===== src/verilog/hbf_regs.svh =====
// register offsets, field positions, reset values and filter counts of the bridge control block
`ifndef HBF_REGS_SVH
`define HBF_REGS_SVH

// byte offsets on the register bus
`define HBF_CTRL_OFS 8'h00
`define HBF_STAT_OFS 8'h04
`define HBF_CLR_OFS 8'h08
`define HBF_FSCFG_OFS 8'h0C

// control register fields
`define HBF_CTRL_VDA 0
`define HBF_CTRL_VDB 1
`define HBF_CTRL_SRC 2
`define HBF_CTRL_MODE 3
`define HBF_CTRL_ALLOW 4
`define HBF_CTRL_W 5
`define HBF_CTRL_RST 5'h18

// status, clear and fault-pin mask fields (shared positions)
`define HBF_ST_WARN 0
`define HBF_ST_OT 1
`define HBF_ST_UV 2
`define HBF_ST_OV 3
`define HBF_ST_SCA 4
`define HBF_ST_SCB 5
`define HBF_ST_FSN 6
`define HBF_ST_UVL 7
`define HBF_ST_OVL 8
`define HBF_ST_ACT 9
`define HBF_ST_W 10
`define HBF_FSCFG_RST 6'h3E

// bus responses
`define HBF_RESP_OKAY 2'h0
`define HBF_RESP_SLVERR 2'h2

// clock period and filter times
`define HBF_CLK_NS 10
`define HBF_OT_FILT_NS 11000
`define HBF_UV_FILT_NS 10000
`define HBF_OV_FILT_NS 3000
`define HBF_OT_FILT_CYC (`HBF_OT_FILT_NS / `HBF_CLK_NS)
`define HBF_UV_FILT_CYC (`HBF_UV_FILT_NS / `HBF_CLK_NS)
`define HBF_OV_FILT_CYC (`HBF_OV_FILT_NS / `HBF_CLK_NS)
`define HBF_SC_FILT_CYC 1

`endif


===== src/verilog/hbf_pkg.sv =====
// types shared by the bridge control block
package hbf_pkg;

  typedef struct packed {
    logic ot_warn;
    logic ot_over;
    logic ot_cool;
    logic uv;
    logic ov;
    logic sc_a;
    logic sc_b;
  } hbf_sense_s;

  typedef struct packed {
    logic drv;
    logic oe;
  } hbf_leg_s;

  typedef struct packed {
    logic awvalid;
    logic [31:0] awaddr;
    logic wvalid;
    logic [31:0] wdata;
    logic [3:0] wstrb;
    logic bready;
    logic arvalid;
    logic [31:0] araddr;
    logic rready;
  } hbf_axi_req_s;

  typedef struct packed {
    logic awready;
    logic wready;
    logic bvalid;
    logic [1:0] bresp;
    logic arready;
    logic rvalid;
    logic [31:0] rdata;
    logic [1:0] rresp;
  } hbf_axi_rsp_s;

  typedef enum logic [4:0] {
    HBF_R_NONE = 5'h01,
    HBF_R_CTRL = 5'h02,
    HBF_R_STAT = 5'h04,
    HBF_R_CLR = 5'h08,
    HBF_R_FSCFG = 5'h10
  } hbf_reg_e;

endpackage : hbf_pkg


===== src/verilog/hbf_filt.sv =====
// persistence filter: output follows the input only after it differs for a full count
`timescale 1ns/1ps
module hbf_filt #(
  parameter int unsigned CNT = 1
) (
  input wire logic clk_sys_i, // system clock
  input wire logic sys_rst_i, // sync reset, active high
  input wire logic ce_i, // clock enable
  input wire logic raw_i, // unfiltered condition
  output logic filt_o // qualified condition
);
  localparam int unsigned W = (CNT > 1) ? $clog2(CNT) : 1;
  localparam logic [W-1:0] LAST = W'(CNT - 1);

  logic [W-1:0] cnt_q;
  logic filt_q;

  // a glitch shorter than the count restarts it, so it never qualifies
  always_ff @(posedge clk_sys_i) begin
    if (sys_rst_i) begin
      cnt_q <= '0;
      filt_q <= 1'b0;
    end else if (ce_i) begin
      if (raw_i == filt_q) begin
        cnt_q <= '0;
      end else if (cnt_q == LAST) begin
        cnt_q <= '0;
        filt_q <= raw_i;
      end else begin
        cnt_q <= cnt_q + W'(1);
      end
    end
  end

  assign filt_o = filt_q;
endmodule : hbf_filt


===== src/verilog/hbf_ctrl.sv =====
// bridge output mapping, fault latching and register slave of the motor driver
// Functional notes
// [RULE1] Warning temperature sets a warning flag; bridge keeps switching.
// [RULE2] Warning status is live, never latched, clears when temperature falls.
// [RULE3] Shutdown temperature held for filter time latches legs off, sets overheat bit.
// [RULE4] Overheat latch clears only by a clear action after cooling by hysteresis.
// [RULE5] Half-bridge: each leg follows its own direction input.
// [RULE6] Full-bridge, input B high: leg A follows input A, leg B its inverse.
// [RULE7] Full-bridge, input B low: both legs drive high.
// [RULE8] Open direction inputs read as low.
// [RULE9] Legs run only with allow bit set and shutoff low; shutoff high tri-states, fault low.
// [RULE10] Shutoff, sleep pin or software clear latches; sleep low tri-states, fault high.
// [RULE11] Undervoltage tri-states legs, fault low; recovery resumes, fault stays low.
// [RULE12] Full-bridge overvoltage drives both legs high, latches fault low until cleared.
// [RULE13] Half-bridge overvoltage leaves the legs unchanged.
// [RULE14] Short circuit or overheat latches legs tri-state and pulls fault low.
// [RULE15] Full-bridge short stops both legs; half-bridge only the shorted leg.
// [RULE16] Source select set: virtual drive bits replace the direction pins.
// [RULE17] Software can change which faults pull the fault pin low.
// [RULE18] Mode bit one selects full-bridge, zero half-bridge.
// [RULE19] Clearing the allow bit tri-states both legs.
// [RULE20] Fault conditions qualify only after persisting a full clock count.
// [RULE21] Fault pin low while any latched flag set, high when all cleared.
//
// The address map and the AXI4-Lite register port are this design's own decisions.
`timescale 1ns/1ps
`include "hbf_regs.svh"
module hbf_ctrl #(
  parameter int unsigned OT_FILT = `HBF_OT_FILT_CYC,
  parameter int unsigned UV_FILT = `HBF_UV_FILT_CYC,
  parameter int unsigned OV_FILT = `HBF_OV_FILT_CYC,
  parameter int unsigned SC_FILT = `HBF_SC_FILT_CYC
) (
  input wire logic clk_sys_i, // system clock
  input wire logic sys_rst_i, // sync reset, active high
  input wire logic ce_i, // clock enable, freezes all state when low
  input wire logic sleep_wake_pin_i, // high = awake
  input wire logic shutoff_pin_i, // high = outputs off
  input wire logic direction_pin_a_i, // direction input a
  input wire logic direction_pin_b_i, // direction input b
  input wire hbf_pkg::hbf_sense_s sense_i, // raw supply, heat, short sensors
  input wire hbf_pkg::hbf_axi_req_s axi_i, // register bus requests
  output hbf_pkg::hbf_axi_rsp_s axi_o, // register bus answers
  output hbf_pkg::hbf_leg_s bridge_leg_a_o, // leg a level and enable
  output hbf_pkg::hbf_leg_s bridge_leg_b_o, // leg b level and enable
  output logic fault_status_n_o // fault status, active low
);

  // ---------------- register decode ----------------
  function automatic hbf_pkg::hbf_reg_e reg_sel(input logic [31:0] addr);
    hbf_pkg::hbf_reg_e sel;
    sel = hbf_pkg::HBF_R_NONE;
    if (addr[31:8] == 24'h000000) begin
      case (addr[7:0])
        `HBF_CTRL_OFS: sel = hbf_pkg::HBF_R_CTRL;
        `HBF_STAT_OFS: sel = hbf_pkg::HBF_R_STAT;
        `HBF_CLR_OFS: sel = hbf_pkg::HBF_R_CLR;
        `HBF_FSCFG_OFS: sel = hbf_pkg::HBF_R_FSCFG;
        default: sel = hbf_pkg::HBF_R_NONE;
      endcase
    end
    return sel;
  endfunction : reg_sel

  // maps the two drive inputs onto the legs for the selected bridge mode
  function automatic logic [1:0] leg_map(input logic full, input logic da, input logic db);
    logic [1:0] lv;
    lv = {da, db}; // RULE5
    if (full) begin // RULE18
      if (db) begin
        lv = {da, ~da}; // RULE6
      end else begin
        lv = 2'h3; // RULE7
      end
    end
    return lv;
  endfunction : leg_map

  // ---------------- bus slave state ----------------
  logic aw_hold_q;
  logic [31:0] aw_addr_q;
  logic w_hold_q;
  logic [31:0] w_data_q;
  logic [3:0] w_strb_q;
  logic bvalid_q;
  logic [1:0] bresp_q;
  logic rvalid_q;
  logic [31:0] rdata_q;
  logic [1:0] rresp_q;
  logic aw_take;
  logic w_take;
  logic ar_take;
  logic wr_fire;
  hbf_pkg::hbf_reg_e wr_sel;
  hbf_pkg::hbf_reg_e rd_sel;

  // ---------------- block state ----------------
  logic [`HBF_CTRL_W-1:0] ctrl_q;
  logic [5:0] fs_mask_q;
  logic ot_lat_q;
  logic uv_lat_q;
  logic ov_lat_q;
  logic sca_lat_q;
  logic scb_lat_q;
  hbf_pkg::hbf_leg_s leg_a_q;
  hbf_pkg::hbf_leg_s leg_b_q;
  logic fsn_q;

  logic ot_f;
  logic uv_f;
  logic ov_f;
  logic sca_f;
  logic scb_f;
  logic [5:0] sw_clr;
  logic pin_clr;
  logic clr_ot;
  logic active;
  logic drv_a;
  logic drv_b;
  logic [1:0] lv;
  logic full;
  logic [`HBF_ST_W-1:0] status;
  hbf_pkg::hbf_leg_s leg_a_d;
  hbf_pkg::hbf_leg_s leg_b_d;
  logic fsn_d;

  // ---------------- AXI4-Lite slave ----------------
  // one write and one read at a time; address and data may come in either order
  assign axi_o.awready = ce_i & ~aw_hold_q & ~bvalid_q;
  assign axi_o.wready = ce_i & ~w_hold_q & ~bvalid_q;
  assign axi_o.arready = ce_i & ~rvalid_q;
  assign axi_o.bvalid = bvalid_q;
  assign axi_o.bresp = bresp_q;
  assign axi_o.rvalid = rvalid_q;
  assign axi_o.rdata = rdata_q;
  assign axi_o.rresp = rresp_q;

  assign aw_take = axi_i.awvalid & axi_o.awready;
  assign w_take = axi_i.wvalid & axi_o.wready;
  assign ar_take = axi_i.arvalid & axi_o.arready;
  assign wr_fire = ce_i & aw_hold_q & w_hold_q & ~bvalid_q;
  assign wr_sel = reg_sel(aw_addr_q);
  assign rd_sel = reg_sel(axi_i.araddr);

  always_ff @(posedge clk_sys_i) begin
    if (sys_rst_i) begin
      aw_hold_q <= 1'b0;
      aw_addr_q <= 32'h00000000;
      w_hold_q <= 1'b0;
      w_data_q <= 32'h00000000;
      w_strb_q <= 4'h0;
    end else if (ce_i) begin
      if (aw_take) begin
        aw_hold_q <= 1'b1;
        aw_addr_q <= axi_i.awaddr;
      end else if (wr_fire) begin
        aw_hold_q <= 1'b0;
      end
      if (w_take) begin
        w_hold_q <= 1'b1;
        w_data_q <= axi_i.wdata;
        w_strb_q <= axi_i.wstrb;
      end else if (wr_fire) begin
        w_hold_q <= 1'b0;
      end
    end
  end

  always_ff @(posedge clk_sys_i) begin
    if (sys_rst_i) begin
      bvalid_q <= 1'b0;
      bresp_q <= `HBF_RESP_OKAY;
    end else if (ce_i) begin
      if (wr_fire) begin
        bvalid_q <= 1'b1;
        bresp_q <= (wr_sel == hbf_pkg::HBF_R_NONE) ? `HBF_RESP_SLVERR : `HBF_RESP_OKAY;
      end else if (axi_i.bready) begin
        bvalid_q <= 1'b0;
      end
    end
  end

  always_ff @(posedge clk_sys_i) begin
    if (sys_rst_i) begin
      rvalid_q <= 1'b0;
      rdata_q <= 32'h00000000;
      rresp_q <= `HBF_RESP_OKAY;
    end else if (ce_i) begin
      if (ar_take) begin
        rvalid_q <= 1'b1;
        rresp_q <= `HBF_RESP_OKAY;
        case (rd_sel)
          hbf_pkg::HBF_R_CTRL: rdata_q <= {27'h0000000, ctrl_q};
          hbf_pkg::HBF_R_STAT: rdata_q <= {22'h000000, status}; // RULE2
          hbf_pkg::HBF_R_FSCFG: rdata_q <= {26'h0000000, fs_mask_q};
          hbf_pkg::HBF_R_CLR: rdata_q <= 32'h00000000;
          default: begin
            rdata_q <= 32'h00000000;
            rresp_q <= `HBF_RESP_SLVERR;
          end
        endcase
      end else if (axi_i.rready) begin
        rvalid_q <= 1'b0;
      end
    end
  end

  // ---------------- software registers ----------------
  always_ff @(posedge clk_sys_i) begin
    if (sys_rst_i) begin
      ctrl_q <= `HBF_CTRL_RST;
    end else if (wr_fire && wr_sel == hbf_pkg::HBF_R_CTRL && w_strb_q[0]) begin
      ctrl_q <= w_data_q[`HBF_CTRL_W-1:0];
    end
  end

  always_ff @(posedge clk_sys_i) begin
    if (sys_rst_i) begin
      fs_mask_q <= `HBF_FSCFG_RST;
    end else if (wr_fire && wr_sel == hbf_pkg::HBF_R_FSCFG && w_strb_q[0]) begin
      fs_mask_q <= w_data_q[5:0]; // RULE17
    end
  end

  // write-one-to-clear strobe for the latched flags
  assign sw_clr = (wr_fire && wr_sel == hbf_pkg::HBF_R_CLR && w_strb_q[0]) ? w_data_q[5:0] : 6'h00;

  // ---------------- sensor filters ----------------
  hbf_filt #(.CNT(OT_FILT)) u_ot_filt ( // RULE3
    .clk_sys_i(clk_sys_i),
    .sys_rst_i(sys_rst_i),
    .ce_i(ce_i),
    .raw_i(sense_i.ot_over),
    .filt_o(ot_f)
  );

  hbf_filt #(.CNT(UV_FILT)) u_uv_filt ( // RULE20
    .clk_sys_i(clk_sys_i),
    .sys_rst_i(sys_rst_i),
    .ce_i(ce_i),
    .raw_i(sense_i.uv),
    .filt_o(uv_f)
  );

  hbf_filt #(.CNT(OV_FILT)) u_ov_filt ( // RULE20
    .clk_sys_i(clk_sys_i),
    .sys_rst_i(sys_rst_i),
    .ce_i(ce_i),
    .raw_i(sense_i.ov),
    .filt_o(ov_f)
  );

  hbf_filt #(.CNT(SC_FILT)) u_sca_filt ( // RULE20
    .clk_sys_i(clk_sys_i),
    .sys_rst_i(sys_rst_i),
    .ce_i(ce_i),
    .raw_i(sense_i.sc_a),
    .filt_o(sca_f)
  );

  hbf_filt #(.CNT(SC_FILT)) u_scb_filt ( // RULE20
    .clk_sys_i(clk_sys_i),
    .sys_rst_i(sys_rst_i),
    .ce_i(ce_i),
    .raw_i(sense_i.sc_b),
    .filt_o(scb_f)
  );

  // ---------------- fault latches ----------------
  // holding shutoff high or sleep low clears latches; a set in the same cycle still wins
  assign pin_clr = shutoff_pin_i | ~sleep_wake_pin_i; // RULE10
  // the overheat latch cannot be released until the die has cooled by the hysteresis
  assign clr_ot = (sw_clr[`HBF_ST_OT] | pin_clr) & sense_i.ot_cool; // RULE4
  assign full = ctrl_q[`HBF_CTRL_MODE];

  always_ff @(posedge clk_sys_i) begin
    if (sys_rst_i) begin
      ot_lat_q <= 1'b0;
      uv_lat_q <= 1'b0;
      ov_lat_q <= 1'b0;
    end else if (ce_i) begin
      ot_lat_q <= ot_f | (ot_lat_q & ~clr_ot); // RULE3
      uv_lat_q <= uv_f | (uv_lat_q & ~(sw_clr[`HBF_ST_UV] | pin_clr)); // RULE11
      ov_lat_q <= ov_f | (ov_lat_q & ~(sw_clr[`HBF_ST_OV] | pin_clr)); // RULE12
    end
  end

  // shorts only count while the stage is actually driving
  always_ff @(posedge clk_sys_i) begin
    if (sys_rst_i) begin
      sca_lat_q <= 1'b0;
      scb_lat_q <= 1'b0;
    end else if (ce_i) begin
      sca_lat_q <= (sca_f & leg_a_q.oe) | (sca_lat_q & ~(sw_clr[`HBF_ST_SCA] | pin_clr)); // RULE14
      scb_lat_q <= (scb_f & leg_b_q.oe) | (scb_lat_q & ~(sw_clr[`HBF_ST_SCB] | pin_clr)); // RULE14
    end
  end

  // ---------------- output mapping ----------------
  // open pins are pulled low outside, so they arrive here as zero
  assign drv_a = ctrl_q[`HBF_CTRL_SRC] ? ctrl_q[`HBF_CTRL_VDA] : direction_pin_a_i; // RULE16 RULE8
  assign drv_b = ctrl_q[`HBF_CTRL_SRC] ? ctrl_q[`HBF_CTRL_VDB] : direction_pin_b_i; // RULE16 RULE8
  assign lv = leg_map(full, drv_a, drv_b);

  // the warning flag has no path into this term, so the bridge keeps running
  assign active = sleep_wake_pin_i & ~shutoff_pin_i & ctrl_q[`HBF_CTRL_ALLOW] // RULE9 RULE19 RULE1
                & ~uv_f & ~ot_lat_q; // RULE11 RULE14

  always_comb begin
    leg_a_d.drv = lv[1];
    leg_b_d.drv = lv[0];
    if (full && ov_f) begin
      leg_a_d.drv = 1'b1; // RULE12
      leg_b_d.drv = 1'b1;
    end
    // half-bridge overvoltage latches its flag and can pull the fault pin, but the legs are left alone: the mapping above stays in force
    if (full) begin // RULE13
      leg_a_d.oe = active & ~sca_lat_q & ~scb_lat_q; // RULE15
      leg_b_d.oe = active & ~sca_lat_q & ~scb_lat_q;
    end else begin
      leg_a_d.oe = active & ~sca_lat_q; // RULE15
      leg_b_d.oe = active & ~scb_lat_q;
    end
  end

  // ---------------- fault status pin ----------------
  always_comb begin
    if (!sleep_wake_pin_i) begin
      fsn_d = 1'b1; // RULE10
    end else if (shutoff_pin_i || !ctrl_q[`HBF_CTRL_ALLOW]) begin
      fsn_d = 1'b0; // RULE9
    end else begin
      fsn_d = ~(|(fs_mask_q & {scb_lat_q, sca_lat_q, ov_lat_q, uv_lat_q, ot_lat_q, 1'b0})); // RULE21 RULE17
    end
  end

  always_ff @(posedge clk_sys_i) begin
    if (sys_rst_i) begin
      leg_a_q <= '0;
      leg_b_q <= '0;
      fsn_q <= 1'b1;
    end else if (ce_i) begin
      leg_a_q <= leg_a_d;
      leg_b_q <= leg_b_d;
      fsn_q <= fsn_d;
    end
  end

  assign bridge_leg_a_o = leg_a_q;
  assign bridge_leg_b_o = leg_b_q;
  assign fault_status_n_o = fsn_q;

  // ---------------- status word ----------------
  always_comb begin
    status = '0;
    status[`HBF_ST_WARN] = sense_i.ot_warn; // RULE1 RULE2
    status[`HBF_ST_OT] = ot_lat_q;
    status[`HBF_ST_UV] = uv_lat_q;
    status[`HBF_ST_OV] = ov_lat_q;
    status[`HBF_ST_SCA] = sca_lat_q;
    status[`HBF_ST_SCB] = scb_lat_q;
    status[`HBF_ST_FSN] = fsn_q;
    status[`HBF_ST_UVL] = uv_f;
    status[`HBF_ST_OVL] = ov_f;
    status[`HBF_ST_ACT] = active;
  end

endmodule : hbf_ctrl


===== config.mk =====
export PLATFORM = sky130hd
export DESIGN_NAME = hbf_ctrl
export DESIGN_NICKNAME = d
export VERILOG_FILES = /design/src/verilog/hbf_pkg.sv /design/src/verilog/hbf_filt.sv /design/src/verilog/hbf_ctrl.sv
export VERILOG_INCLUDE_DIRS = /design/src /design/src/verilog
export SDC_FILE = /design/constraint.sdc
export NUM_CORES = 1
export LEC_CHECK = 0
export BUFFER_PORTS_ARGS = -buffer_cell sky130_fd_sc_hd__buf_2
export CAP_MARGIN = 10
export CORE_MARGIN = 4
export CORE_UTILIZATION = 47
export CTS_BUF_LIST = sky130_fd_sc_hd__clkbuf_4
export DETAILED_ROUTE_END_ITERATION = 6
export HOLD_SLACK_MARGIN = 0.06
export PLACE_DENSITY = 0.84
export RECOVER_POWER = 25
export SYNTH_ARGS = -nofsm -noshare
export SYNTH_HDL_FRONTEND = slang
export SYNTH_SLANG_ARGS = --single-unit

===== constraint.sdc =====
create_clock -name clk_sys_i -period 2.3 [get_ports clk_sys_i]
set_clock_uncertainty 0.1 [all_clocks]
set_input_delay 0.115 -clock clk_sys_i [delete_from_list [all_inputs] [get_ports clk_sys_i]]
set_output_delay 0.115 -clock clk_sys_i [all_outputs]
set_load 0.05 [all_outputs]

=== Word level (Yosys, flattened, before mapping) ===
Cells that the tools add are included.

* Register bits: 137
* Latch bits: 0
* Memory bits (writable): 0
* Memory bits (read-only): 0
* Input port bits: 119
* Output and inout bits: 46
* Logic and storage cells: 188
* Memories kept: 0

* $add $sub $neg: 5
* Multiply operators: 0
* Div/mod/pow operators: 0
* $lt $le $gt $ge: 0
* Eq/ne operators: 22
* Shift operators: 0
* Multiplexer cells: 35
* Bitwise operators: 62
* Reduce and logical (&&, ||, !) cells: 32

{| class="wikitable"
|+ Operators by type and width
! operator !! count
|-
| $logic_not A24 Y1 || 2
|-
| $pmux W5 S4 || 2
|-
| $eq A8 B4 Y1 const B || 4
|-
| $pmux W10 S3 || 1
|-
| $and A1 B1 Y1 || 26
|-
| $not A1 Y1 || 24
|-
| $mux W11 || 2
|-
| $mux W10 || 2
|-
| $mux W1 || 19
|-
| $mux W9 || 2
|-
| $eq A8 B3 Y1 const B || 2
|-
| $logic_not A8 Y1 || 2
|-
| $reduce_and A2 Y1 || 8
|-
| $reduce_and A3 Y1 || 5
|-
| $add A11 B1 Y11 const B || 1
|-
| $eq A11 B11 Y1 const B || 1
|-
| $or A1 B1 Y1 || 11
|-
| $add A10 B1 Y10 const B || 1
|-
| $eq A10 B10 Y1 const B || 1
|-
| $eq A5 B2 Y1 const B || 2
|-
| $eq A5 B4 Y1 const B || 2
|-
| $eq A5 B5 Y1 const B || 2
|-
| $mux W5 || 2
|-
| $add A9 B1 Y9 const B || 1
|-
| other kinds (14) || 31
|}

=== Depth between registers and ports, before layout ===
Gate-level depths: netlist (run 1).

* Word-level depth: 12
* Mapped depth: 6
* Mapped depth without buffers: 5

=== Cells and area by module ===
Synthesis (run 1) repeated with hierarchy kept, for this count alone.

* Cell total of the unflattened synthesis: 638
* Area, all modules: 5521.5 sq um

{| class="wikitable"
|+ By module, submodules not included
! module !! times used !! cells an instance !! area an instance (sq um) !! sequential area each (sq um)
|-
| hbf_ctrl || 1 || 426 || 3598.5 || 1521.5
|-
| hbf_filt at u_ot_filt || 1 || 78 || 694.4 || 240.2
|-
| hbf_filt at u_uv_filt || 1 || 69 || 628.1 || 220.2
|-
| hbf_filt at u_ov_filt || 1 || 59 || 533.0 || 200.2
|-
| hbf_filt at u_sca_filt ... || 2 || 3 || 33.8 || 20.0
|}

=== Least setup slack after synthesis (run 1) ===
OpenSTA, ideal clock, no wires.

* Path kind: flip-flop to flip-flop
* Start: reg bvalid_q
* End: reg aw_addr_q[31]
* Setup time: 0.071 ns
* Arrival: 1.773 ns
* Required time: 2.129 ns
* Path slack: 0.357 ns
* Cell stages (with the launch flop): 7
* Path buffers: 2
* Period minus slack after synthesis: 1.943 ns
* Cells stage by stage: dfxtp_1 -> nor3b_2 -> and2_1 -> clkbuf_1 -> buf_2 -> nand2_1 -> a21oi_1

{| class="wikitable"
|+ RTL lines
! what !! line !! text
|-
| start: declaration || hbf_ctrl.sv:85 || <nowiki>logic bvalid_q;</nowiki>
|-
| start signal: assignment || hbf_ctrl.sv:171 || <nowiki>bvalid_q <= 1'b0;</nowiki>
|-
| start signal: assignment || hbf_ctrl.sv:175 || <nowiki>bvalid_q <= 1'b1;</nowiki>
|-
| start signal: assignment || hbf_ctrl.sv:178 || <nowiki>bvalid_q <= 1'b0;</nowiki>
|-
| end signal: assignment || hbf_ctrl.sv:155 || <nowiki>aw_addr_q <= axi_i.awaddr;</nowiki>
|-
| end: declaration || hbf_ctrl.sv:81 || <nowiki>logic [31:0] aw_addr_q;</nowiki>
|}

=== Worst setup path after layout (run 1) ===
* Start: reg u_ov_filt.cnt_q[2]
* End: reg u_ov_filt.filt_q (netlist: u_ov_filt.filt_o)

* Cells in the longest elaborated chain, start to end: 2

{| class="wikitable"
|+ Ends and longest elaborated chain
! what !! line !! text
|-
| start: declaration || hbf_filt.sv:15 || <nowiki>logic [W-1:0] cnt_q;</nowiki>
|-
| start signal: assignment || hbf_filt.sv:30 || <nowiki>cnt_q <= cnt_q + W'(1);</nowiki>
|-
| $eq A9 B9 Y1 || hbf_filt.sv:26 || <nowiki>end else if (cnt_q == LAST) begin</nowiki>
|-
| $reduce_and A3 Y1 (no line) || - ||
|-
| end signal: assignment || hbf_filt.sv:28 || <nowiki>filt_q <= raw_i;</nowiki>
|-
| end: declaration || hbf_filt.sv:16 || <nowiki>logic filt_q;</nowiki>
|}

No other way between the ends.
A chain may end at the register's enable or synchronous reset.

==> results of run 1 <==
## worst max-delay path: cells and delay by family, from the launching register on
family,cells,cell delay [ns]
buf+inv,1,0.56
mux,1,0.17
flops,1,0.38
simple gates,3,0.91
## layer usage
layer / part of all wire / track usage / vias to the layer above
li1: - / - / 2417
met1: 0.38 / 0.241 / 2349
met2: 0.53 / 0.418 / 189
met3: 0.063 / 0.0534 / 39
met4: 0.025 / 0.0681 / 0
met5: 0 / 0 / -
## power groups by stage
stage               registers, mW  logic, mW  clock network (mW)
floorplan                    2.07      0.382                   0
global placement             2.06      0.504                   0
detailed placement           2.06      0.519                   0
CTS                          2.02      0.638                1.01
global route                 2.03      0.707                1.09
finish                       2.02      0.650                1.00
## through the flow
stage | cell area (µm²) | std cells | setup WS, ns
3_5_place_dp | 5700 | 819 | 0.435
4_1_cts | 6820 | 933 | 0.107
3_3_place_gp | 5700 | 819 | 0.512
5_1_grt | 6810 | 934 | 0.0212
2_1_floorplan | 5220 | 619 | 0.357
6_report | 6810 | 934 | 0.110
## cell type report
cell class / instances / area share
inverter: 5 / 0.00276
multi-input combinational: 449 / 0.391
antenna: 1 / 0.000368
sequential: 111 / 0.327
timing repair buffer: 216 / 0.232
tap: 136 / 0.0250
clock buffer: 9 / 0.00993
clock inverter: 7 / 0.0116
## kinds of logic (layout without fill, tap and decap cells)
kind of cell | count (synthesis) | in the layout
and+or+nand+nor | 271 | 271
DFF | 111 | 111
AOI/OAI and AO/OA | 92 | 92
buffers and inverters | 59 | 237
muxes | 31 | 31
xor gates and xnor gates | 28 | 28
adders and majority gates | 3 | 3
other | 1 | 25
## Yosys cell counts (all sizes together) (12+ instances only)
cell and number:
o21ai 13, nand4 18, clkbuf 19, nand3 16
mux2i 30, nor2 69, xor2 16, nand2 99
dfxtp 111, xnor2 12, nor4 18, buf 35
a21oi 50
## flip-flops by register name, indices dropped and copies added (netlist names), 2 cells and up
signal	flops
bridge_leg_a_o	2
w_data_q	6
aw_addr_q	32
bridge_leg_b_o	2
fs_mask_q	6
u_ov_filt.cnt_q	9
ctrl_q	5
u_uv_filt.cnt_q	10
rdata_q	10
u_ot_filt.cnt_q	11
## repair_timing
action,CTS,global route
hold buffers,98,0
endpoints found under the setup margin,0,12
hold endpoints to repair,63,0
gates resized for setup,0,5
## layout by cell type, fill, tap and decap left out, types with 20 or more instances in the layout
cell           netlist  routed
a21oi_1             50      50
dfxtp_1            111     108
nand2_1             98      98
buf_2                7      92
clkbuf_1            19      20
mux2i_1             30      30
conb_1               1      24
nor2_1              69      69
dlygate4sd3_1        0      98
## path summary, 6_finish.rpt
kind | to | cells after the start
min reg2reg | bridge_leg_b_o[1]$_SDFFE_PP0P_ | 2
max | u_ov_filt.filt_o$_SDFFE_PP0P_ | 5
min | rdata_q[2]$_SDFFE_PP0P_ | 3
max reg2reg | u_ov_filt.filt_o$_SDFFE_PP0P_ | 5
==> metrics, run 1 <==
final total power=3.68 mW; sum of negative setup slack=0 ns; vias in the first global route=5106; Inserted Clock Buffers=9; top cells by area, synth=dfxtp_1 (43%), nand2_1 (7.2%), mux2i_1 (5.9%); Tightest Hold Check Type=in -> reg; ordered list of cells on the worst path=or4_1, or3_4, mux2i_1, nor2_1, dlygate4sd3_1; via/cell ratio=5.35; setup slack of the most critical reg-to-reg path=0.11 ns; Max Fanout on Critical Path=5; Compound-Gate Fraction of Synth Area=0.109; IO Count=165; maximum level of the CTS H-tree=3; sequential area share after synthesis=0.433; DR iter-0 viols=219; RSZ-0062 raised after global routing=false; ys async rst share=0; multi-input gate area in the final layout=2660 µm²; Clock Tree Root=clkbuf_4; Setup Fix Bufs, Post-CTS=0; required time of the critical path=2.58 ns; Clk Latency, worst-skew pair=0.47 ns; synthesized-area fraction occupied by xor and xnor cells=0.0478; register area=2230 µm²; time the worst path needs with I/O delays and setup=2.19 ns; cell with the largest stage delay on the worst path=dlygate4sd3_1; origin of the worst setup path=u_ov_filt.cnt_q[2]$_SDFFE_PP0P_; portion of total power attributed to combinational logic=0.177; synthesized area per cell=8.61 µm²; TritonCTS clock tree=done; simple-gate share of the synthesized area=0.278; startpoint-to-endpoint class of the critical path=reg -> reg; Hold Crit Start=axi_i[4]; Die H=112 µm; worst slack on hold paths=0.0624 ns; overall overflow remaining after global route=0; HPWL reported at the end of detailed placement=9.22 mm; run status=finished clean; placer congestion estimate=0.864; Hold Fails Final Rpt=0; maximum operating frequency=457 MHz; DR vias=4994; remaining design rule violation count=0; Crit path arrival time=2.47 ns; # rows=37; number of setup violations in the final report=0; multiplexer area fraction after synthesis=0.0607; startpoint of the worst register-to-register path=u_ov_filt.cnt_q[2]$_SDFFE_PP0P_; number of enable-type register cells in the synthesized netlist=0; pin count of the biggest net entering global routing=72; top flip-flop cell by instance count after synthesis=dfxtp_1; Clock Sink Count=111; final count of pins violating max slew=0; number of instances in the synthesized netlist=596; total core area=10500 µm²; Fill cells=848; count of warnings emitted by yosys=0; switching share of total power=0.294; IO buf count=111; global-route usage over all layers=0.221; kind of end point of the critical path=flop; end-of-flow core utilization=0.650; detail-routed net length per standard cell=15.0 µm; overall routed net length=14.0 mm; floorplan die width=112 µm; number of optimization iterations in the first detailed-route pass=4; clock transition at the registers of the reported paths=0.17 ns; Rel. slew slack=0.555; slew at the pin with the worst max-slew slack=0.665 ns; internal power consumption=2.59 mW; Post-DRT Antenna Nets=0; CP Launch Type=flop; max-cap violations=0; FF+latch count, synth=111; main combinational cell family by area after synthesis=simple AND/OR/NAND/NOR gates; relative area change from synthesis to final layout=32.7%; distinct cell type count after synthesis=59; first-pass GRT wire length=23.3 mm; relative contribution of the clock network to total power=0.272; part of the power in registers=0.551; maximum number of buffers from clock root to sink=2; adder-cell share of the synthesized area=0.00732; share of the clock period used by the worst path after layout=0.952; final-stage net count=914; share of Yosys cell area claimed by the top area cell type=0.433; VDD IR max=0.378 mV; Power Density=540 nW/µm²; proportion of layout cells with a drive suffix above 1=0.176; initial cell density of the core=0.490; Net Sw Power=1.08 mW; summed instance area of the synthesized netlist=5130 µm²; number of antenna violations at the first check in global routing=1; total leakage power=2.81 nW; area enclosed by the die boundary=12600 µm²; highest cell delay on the worst timing path=0.56 ns; cell type with the largest total area after synthesis=dfxtp_1
No activity file was read; power rests on OpenSTA's default activity.
==> run 2, diff against run 1 <==
--- a/config.mk
+++ b/config.mk
@@ -6,14 +6,13 @@
 export SDC_FILE = /design/constraint.sdc
 export NUM_CORES = 1
 export LEC_CHECK = 0
-export BUFFER_PORTS_ARGS = -buffer_cell sky130_fd_sc_hd__buf_2
 export CAP_MARGIN = 10
 export CORE_MARGIN = 4
 export CORE_UTILIZATION = 47
-export CTS_BUF_LIST = sky130_fd_sc_hd__clkbuf_4
 export DETAILED_ROUTE_END_ITERATION = 6
+export DONT_BUFFER_PORTS = 1
 export HOLD_SLACK_MARGIN = 0.06
-export PLACE_DENSITY = 0.84
+export PLACE_DENSITY = 0.71
 export RECOVER_POWER = 25
 export SYNTH_ARGS = -nofsm -noshare
 export SYNTH_HDL_FRONTEND = slang
==> run 2 against run 1 <==
Against the previous run: routed wire length shrank 9.0%; flip-flop and latch count is the same; cell count shrank 13%; combinational power shrank 17%; critical path type unchanged.
==> metrics, run 2 (synthesis results as in run 1) <==
most frequent cells in the layout=dfxtp_1 (111), nand2_1 (98), dlygate4sd3_1 (71); CP Launch Type=flop; Die H=112 µm (unchanged); number of setup violations in the final report=0 (unchanged); Net Sw Power=1.10 mW (+1.4%); Max Fanout on Critical Path=8 (+3); most frequent standard cell in the layout excluding fill and tap cells=dfxtp_1; global-route usage over all layers=0.200 (-0.0205); internal power consumption=2.72 mW (+4.7%); final count of pins violating max slew=0 (unchanged); via/cell ratio=5.46 (+2.1%); startpoint-to-endpoint class of the critical path=reg -> reg; end-of-flow core utilization=0.592 (-0.0582); detail-routed net length per standard cell=15.7 µm (+4.9%); kind of end point of the critical path=flop; Tightest Hold Check Type=in -> reg; setup slack after placement=0.475 ns (+0.0400 ns); vias in the first global route=4402 (-14%); total core area=10500 µm² (unchanged); relative contribution of the clock network to total power=0.325 (+0.053); Clock Tree Root=clkbuf_8; overall overflow remaining after global route=0 (unchanged); HPWL reported at the end of detailed placement=8.57 mm (-7.0%); run status=finished clean; # rows=37 (unchanged); IO Count=165 (unchanged); startpoint of the worst register-to-register path=bvalid_q$_SDFFE_PP0P_; part of the power in registers=0.534 (-0.017); remaining design rule violation count=0 (unchanged); Clock Sink Count=111 (unchanged); setup slack of the most critical reg-to-reg path=0.1 ns (about the same); pin count of the biggest net entering global routing=88 (+22%); Crit path arrival time=2.37 ns (-0.10 ns); Largest Register=aw_addr_q; total leakage power=2.35 nW (-16%); overall routed net length=12.8 mm (-9.0%); Clk Latency, worst-skew pair=0.38 ns (-0.09 ns); share of the clock period used by the worst path after layout=0.958 (+0.00553); maximum operating frequency=454 MHz (-0.58%); final-stage net count=791 (-13%); number of flip-flops under the largest register name=32 (unchanged); switching share of total power=0.287 (-0.00672); Power Density=615 nW/µm² (+14%); Post-DRT Antenna Nets=0 (unchanged); maximum level of the CTS H-tree=3 (unchanged); time the worst path needs with I/O delays and setup=2.20 ns (+0.0127 ns); first-pass GRT wire length=20.8 mm (-11%); logic depth of the worst register-to-register path=7 (+2); initial cell density of the core=0.490 (unchanged); number of diodes=0 (-1); TritonCTS clock tree=done; capture point of the worst path=w_data_q[2]$_SDFFE_PP0P_; proportion of layout cells with a drive suffix above 1=0.0875 (-0.0881); IO buf count=0 (-100%); area enclosed by the die boundary=12600 µm² (unchanged); required time of the critical path=2.46 ns (-0.12 ns); portion of total power attributed to combinational logic=0.141 (-0.036); placer congestion estimate=0.869 (+0.52%); max-cap violations=0 (unchanged); clock transition at the registers of the reported paths=0.11 ns (-0.06 ns); floorplan die width=112 µm (unchanged); origin of the worst setup path=bvalid_q$_SDFFE_PP0P_; DR iter-0 viols=194 (-11%); worst setup slack after layout=0.0969 ns (-0.0127 ns); VDD IR max=0.472 mV (+25%); largest registers=aw_addr_q: 32 flops, u_ot_filt.cnt_q: 11 flops; final total power=3.81 mW (+3.7%); destination of the worst register-to-register timing path=w_data_q[2]$_SDFFE_PP0P_; Rel. slew slack=0.537 (-0.0173); DR vias=4422 (-11%); number of optimization iterations in the first detailed-route pass=5 (+1); maximum number of buffers from clock root to sink=2 (unchanged); relative area change from synthesis to final layout=20.8%; number of antenna violations at the first check in global routing=0 (-1); Inserted Clock Buffers=9 (unchanged); slew at the pin with the worst max-slew slack=0.694 ns (+0.0284 ns); Hold Fails Final Rpt=0 (unchanged)
[run 2: cell types whose count changed in the layout (fill, tap and decap cells not counted), moves of 9 or more]
cell	before	now
buf_2	92	0
dlygate4sd3_1	98	71
clkbuf_1	20	4
buf_4	4	15
clkbuf_4	9	0
clkbuf_8	0	9
[run 2: metrics by stage]
step / hold WS [ns] / cells / area [µm²] / setup TNS [ns]
after floorplan: 0.151 / 619 / 5220 / 0
after global placement: 0.0917 / 712 / 5160 / 0
after detailed placement: 0.0950 / 712 / 5160 / 0
after CTS: 0.0618 / 801 / 6130 / 0
after global routing: 0.0731 / 810 / 6200 / -0.0273
final: 0.0672 / 810 / 6200 / 0
[run 2: power groups by stage]
stage	registers [mW]	clock network, mW	logic, mW
floorplan	2.07	0	0.382
global placement	2.08	0	0.367
detailed placement	2.08	0	0.376
CTS	2.04	1.26	0.524
global route	2.04	1.34	0.588
finish	2.04	1.24	0.538
[run 2: repair_timing]
action | 4_1_cts | 5_1_grt
hold buffers | 73 | 0
hold endpoints to repair | 109 | 0
endpoints found under the setup margin | 0 | 5
setup buffers | 0 | 9
gates resized for setup | 0 | 3
[run 2: area by class of cell]
type	count	area, µm²
Sequential cell	111	2220
Clock buffer	9	124
Multi-Input combinational cell	449	2680
Inverter	5	18.8
Timing Repair Buffer	93	897
Clock inverter	7	85.1
Fill cell	912	4270
Tap cell	136	170
[run 2: worst min-delay path by stage]
stage                                      end  depth (start not counted)  slack [ns]        from
6_report                 ot_lat_q$_SDFFE_PP0P_                          4        0.07        ce_i
3_5_place_dp    bridge_leg_b_o[1]$_SDFFE_PP0P_                          1         0.1   sys_rst_i
4_1_cts        u_uv_filt.cnt_q[1]$_SDFFE_PP0P_                          4        0.06  sense_i[3]
3_3_place_gp    bridge_leg_b_o[0]$_SDFFE_PP0P_                          1        0.09   sys_rst_i
5_1_grt                  ot_lat_q$_SDFFE_PP0P_                          4        0.07        ce_i
2_1_floorplan        aw_addr_q[7]$_SDFFE_PP0P_                          2        0.15   axi_i[79]
[run 2: routing by layer]
layer | vias to the layer above | share of wire | wire length [µm] | track usage
li1 | 2167 | - | - | -
met1 | 2078 | 0.40 | 5090 | 0.225
met2 | 165 | 0.53 | 6790 | 0.373
met3 | 12 | 0.057 | 727 | 0.0464
met4 | 0 | 0.011 | 144 | 0.0593
met5 | - | 0 | 0 | 0
[run 2: critical path, stage by stage (launching register included)]
cell	delay (ns)
dfxtp_1	0.33
buf_4	0.20
nand2b_1	0.20
nor3b_2	0.23
buf_6	0.17
mux2i_1	0.21
nor2_1	0.07
dlygate4sd3_1	0.59
==> run 3, diff against run 2 <==
--- a/config.mk
+++ b/config.mk
@@ -13,7 +13,6 @@
 export DONT_BUFFER_PORTS = 1
 export HOLD_SLACK_MARGIN = 0.06
 export PLACE_DENSITY = 0.71
-export RECOVER_POWER = 25
 export SYNTH_ARGS = -nofsm -noshare
 export SYNTH_HDL_FRONTEND = slang
 export SYNTH_SLANG_ARGS = --single-unit
==> run 3 against run 2 <==
Against the previous run: design area increased by 0.24%; sequential power about the same; die area unchanged; routed wire length decreased by 0.26%; sequential share of layout area decreased by 0.087 points; core utilization increased by 0.14 points; critical path type unchanged; critical endpoint unchanged; largest cell class unchanged; highest routed layer unchanged.
==> metrics, run 3 (synthesis results as in run 1) <==
first-pass GRT wire length=20.8 mm (unchanged); VDD IR max=0.470 mV (-0.39%); DR iter-0 viols=179 (-7.7%); total core area=10500 µm² (unchanged); vias in the first global route=4402 (unchanged); setup slack after placement=0.475 ns (unchanged); internal power consumption=2.72 mW (+0.11%); multi-input gate area in the final layout=2680 µm² (unchanged); maximum level of the CTS H-tree=3 (unchanged); area enclosed by the die boundary=12600 µm² (unchanged); maximum operating frequency=454 MHz (about the same); Inserted Clock Buffers=9 (unchanged); Rel. slew slack=0.598 (+0.0604); final total power=3.82 mW (+0.12%); floorplan die width=112 µm (unchanged); IO buf count=0 (unchanged); initial cell density of the core=0.490 (unchanged); Crit path arrival time=2.37 ns (about the same); portion of total power attributed to combinational logic=0.142 (about the same); Clock Tree Root=clkbuf_8; Power Density=615 nW/µm² (-0.12%); Fill cells=907 (-0.55%); global-route usage over all layers=0.200 (unchanged); CP Launch Type=flop; overall overflow remaining after global route=0 (unchanged); Tightest Hold Check Type=in -> reg; Clock Sink Count=111 (unchanged); slew at the pin with the worst max-slew slack=0.601 ns (-0.0926 ns); switching share of total power=0.287 (about the same); largest registers=aw_addr_q: 32 flops, u_ot_filt.cnt_q: 11 flops; HPWL reported at the end of detailed placement=8.57 mm (unchanged); run status=finished clean; Clk Latency, worst-skew pair=0.38 ns (about the same); TritonCTS clock tree=done; DR vias=4427 (+0.11%); total leakage power=2.36 nW (+0.69%); # rows=37 (unchanged); time the worst path needs with I/O delays and setup=2.20 ns (+0.00126 ns); Largest Register=aw_addr_q; placer congestion estimate=0.869 (unchanged); via/cell ratio=5.47 (+0.11%); final non-filler cell area=6210 µm² (+0.24%); most frequent standard cell in the layout excluding fill and tap cells=dfxtp_1; relative contribution of the clock network to total power=0.325 (about the same); Net Sw Power=1.10 mW (+0.13%); IO Count=165 (unchanged); pin count of the biggest net entering global routing=88 (unchanged); overall routed net length=12.7 mm (-0.26%); startpoint-to-endpoint class of the critical path=reg -> reg; worst setup slack after layout=0.0956 ns (-0.00126 ns); worst slack on hold paths=0.0629 ns (-0.00432 ns); number of diodes=0 (unchanged); Post-DRT Antenna Nets=0 (unchanged); cell with the largest stage delay on the worst path=dlygate4sd3_1; number of antenna violations at the first check in global routing=0 (unchanged); clock transition at the registers of the reported paths=0.11 ns (about the same); proportion of layout cells with a drive suffix above 1=0.0935 (+0.00593); detail-routed net length per standard cell=15.7 µm (-0.26%); end-of-flow core utilization=0.594 (+0.00143); number of optimization iterations in the first detailed-route pass=5 (unchanged); final count of pins violating max slew=0 (unchanged); ordered list of cells on the worst path=buf_4, nand2b_1, nor3b_2, buf_6, mux2i_1, nor2_1, dlygate4sd3_1; Hold Fails Final Rpt=0 (unchanged); instance area after placement=5160 µm² (unchanged); Max Fanout on Critical Path=8 (unchanged); remaining design rule violation count=0 (unchanged); max-cap violations=0 (unchanged); part of the power in registers=0.534 (about the same); final-stage net count=791 (unchanged); register area=2220 µm² (unchanged); number of flip-flops under the largest register name=32 (unchanged); number of setup violations in the final report=0 (unchanged); maximum number of buffers from clock root to sink=2 (unchanged); relative area change from synthesis to final layout=21.1%; share of the clock period used by the worst path after layout=0.958 (about the same); kind of end point of the critical path=flop; Die H=112 µm (unchanged); highest cell delay on the worst timing path=0.59 ns (about the same); required time of the critical path=2.46 ns (about the same); most frequent cells in the layout=dfxtp_1 (111), nand2_1 (98), dlygate4sd3_1 (71)
## run 3: cell types whose count changed in the layout (fill, tap and decap cells not counted)
cell	change
buf_4	+4
clkbuf_1	-4
## run 3: per-stage QoR
stage          instances  TNS (ns)
6_report             810         0
5_1_grt              810   -0.0273
4_1_cts              801         0
3_5_place_dp         712         0
3_3_place_gp         712         0
2_1_floorplan        619         0
## run 3: path summary, 6_finish.rpt
path / cells after the start / from / end / slack [ns]
worst max-delay path: 7 / bvalid_q$_SDFFE_PP0P_ / w_data_q[2]$_SDFFE_PP0P_ / 0.1
worst min-delay path: 4 / ce_i / ot_lat_q$_SDFFE_PP0P_ / 0.06
worst max register to register: 7 / bvalid_q$_SDFFE_PP0P_ / w_data_q[2]$_SDFFE_PP0P_ / 0.1
worst min register to register: 2 / aw_addr_q[9]$_SDFFE_PP0P_ / aw_addr_q[9]$_SDFFE_PP0P_ / 0.36
## run 3: critical path, delay by kind of cell, from the launching register on
family / cells / cell delay, ns
buffers and inverters: 3 / 0.96
flip-flops: 1 / 0.33
multiplexers: 1 / 0.21
AND/OR/NAND/NOR: 3 / 0.50
## run 3: cell type report
| cell class | count | share of cell area |
|---|---|---|
| clock buffers | 9 | 0.0199 |
| clock inverters | 7 | 0.0137 |
| flip-flops and latches | 111 | 0.358 |
| repair buffers | 93 | 0.147 |
| inverters | 5 | 0.00302 |
| multi-input cells | 449 | 0.431 |
| well taps | 136 | 0.0274 |
## run 3: power groups by stage
| stage | Sequential, mW | Combinational, mW | Clock (mW) |
|---|---|---|---|
| 2_1_floorplan | 2.07 | 0.382 | 0 |
| 3_3_place_gp | 2.08 | 0.367 | 0 |
| 3_5_place_dp | 2.08 | 0.376 | 0 |
| 4_1_cts | 2.04 | 0.524 | 1.26 |
| 5_1_grt | 2.04 | 0.591 | 1.34 |
| 6_report | 2.04 | 0.541 | 1.24 |
## run 3: what timing repair did
item / 4_1_cts / 5_1_grt
hold buffers: 73 / 0
setup endpoints to repair: 0 / 5
hold endpoints to repair: 109 / 0
buffers inserted: 0 / 9
gates resized for setup: 0 / 3
## run 3: metal layers
metal / GRT usage / up-vias / part of all wire
li1: - / 2167 / -
met1: 0.225 / 2085 / 0.39
met2: 0.373 / 155 / 0.53
met3: 0.0464 / 20 / 0.062
met4: 0.0593 / 0 / 0.016
met5: 0 / - / 0
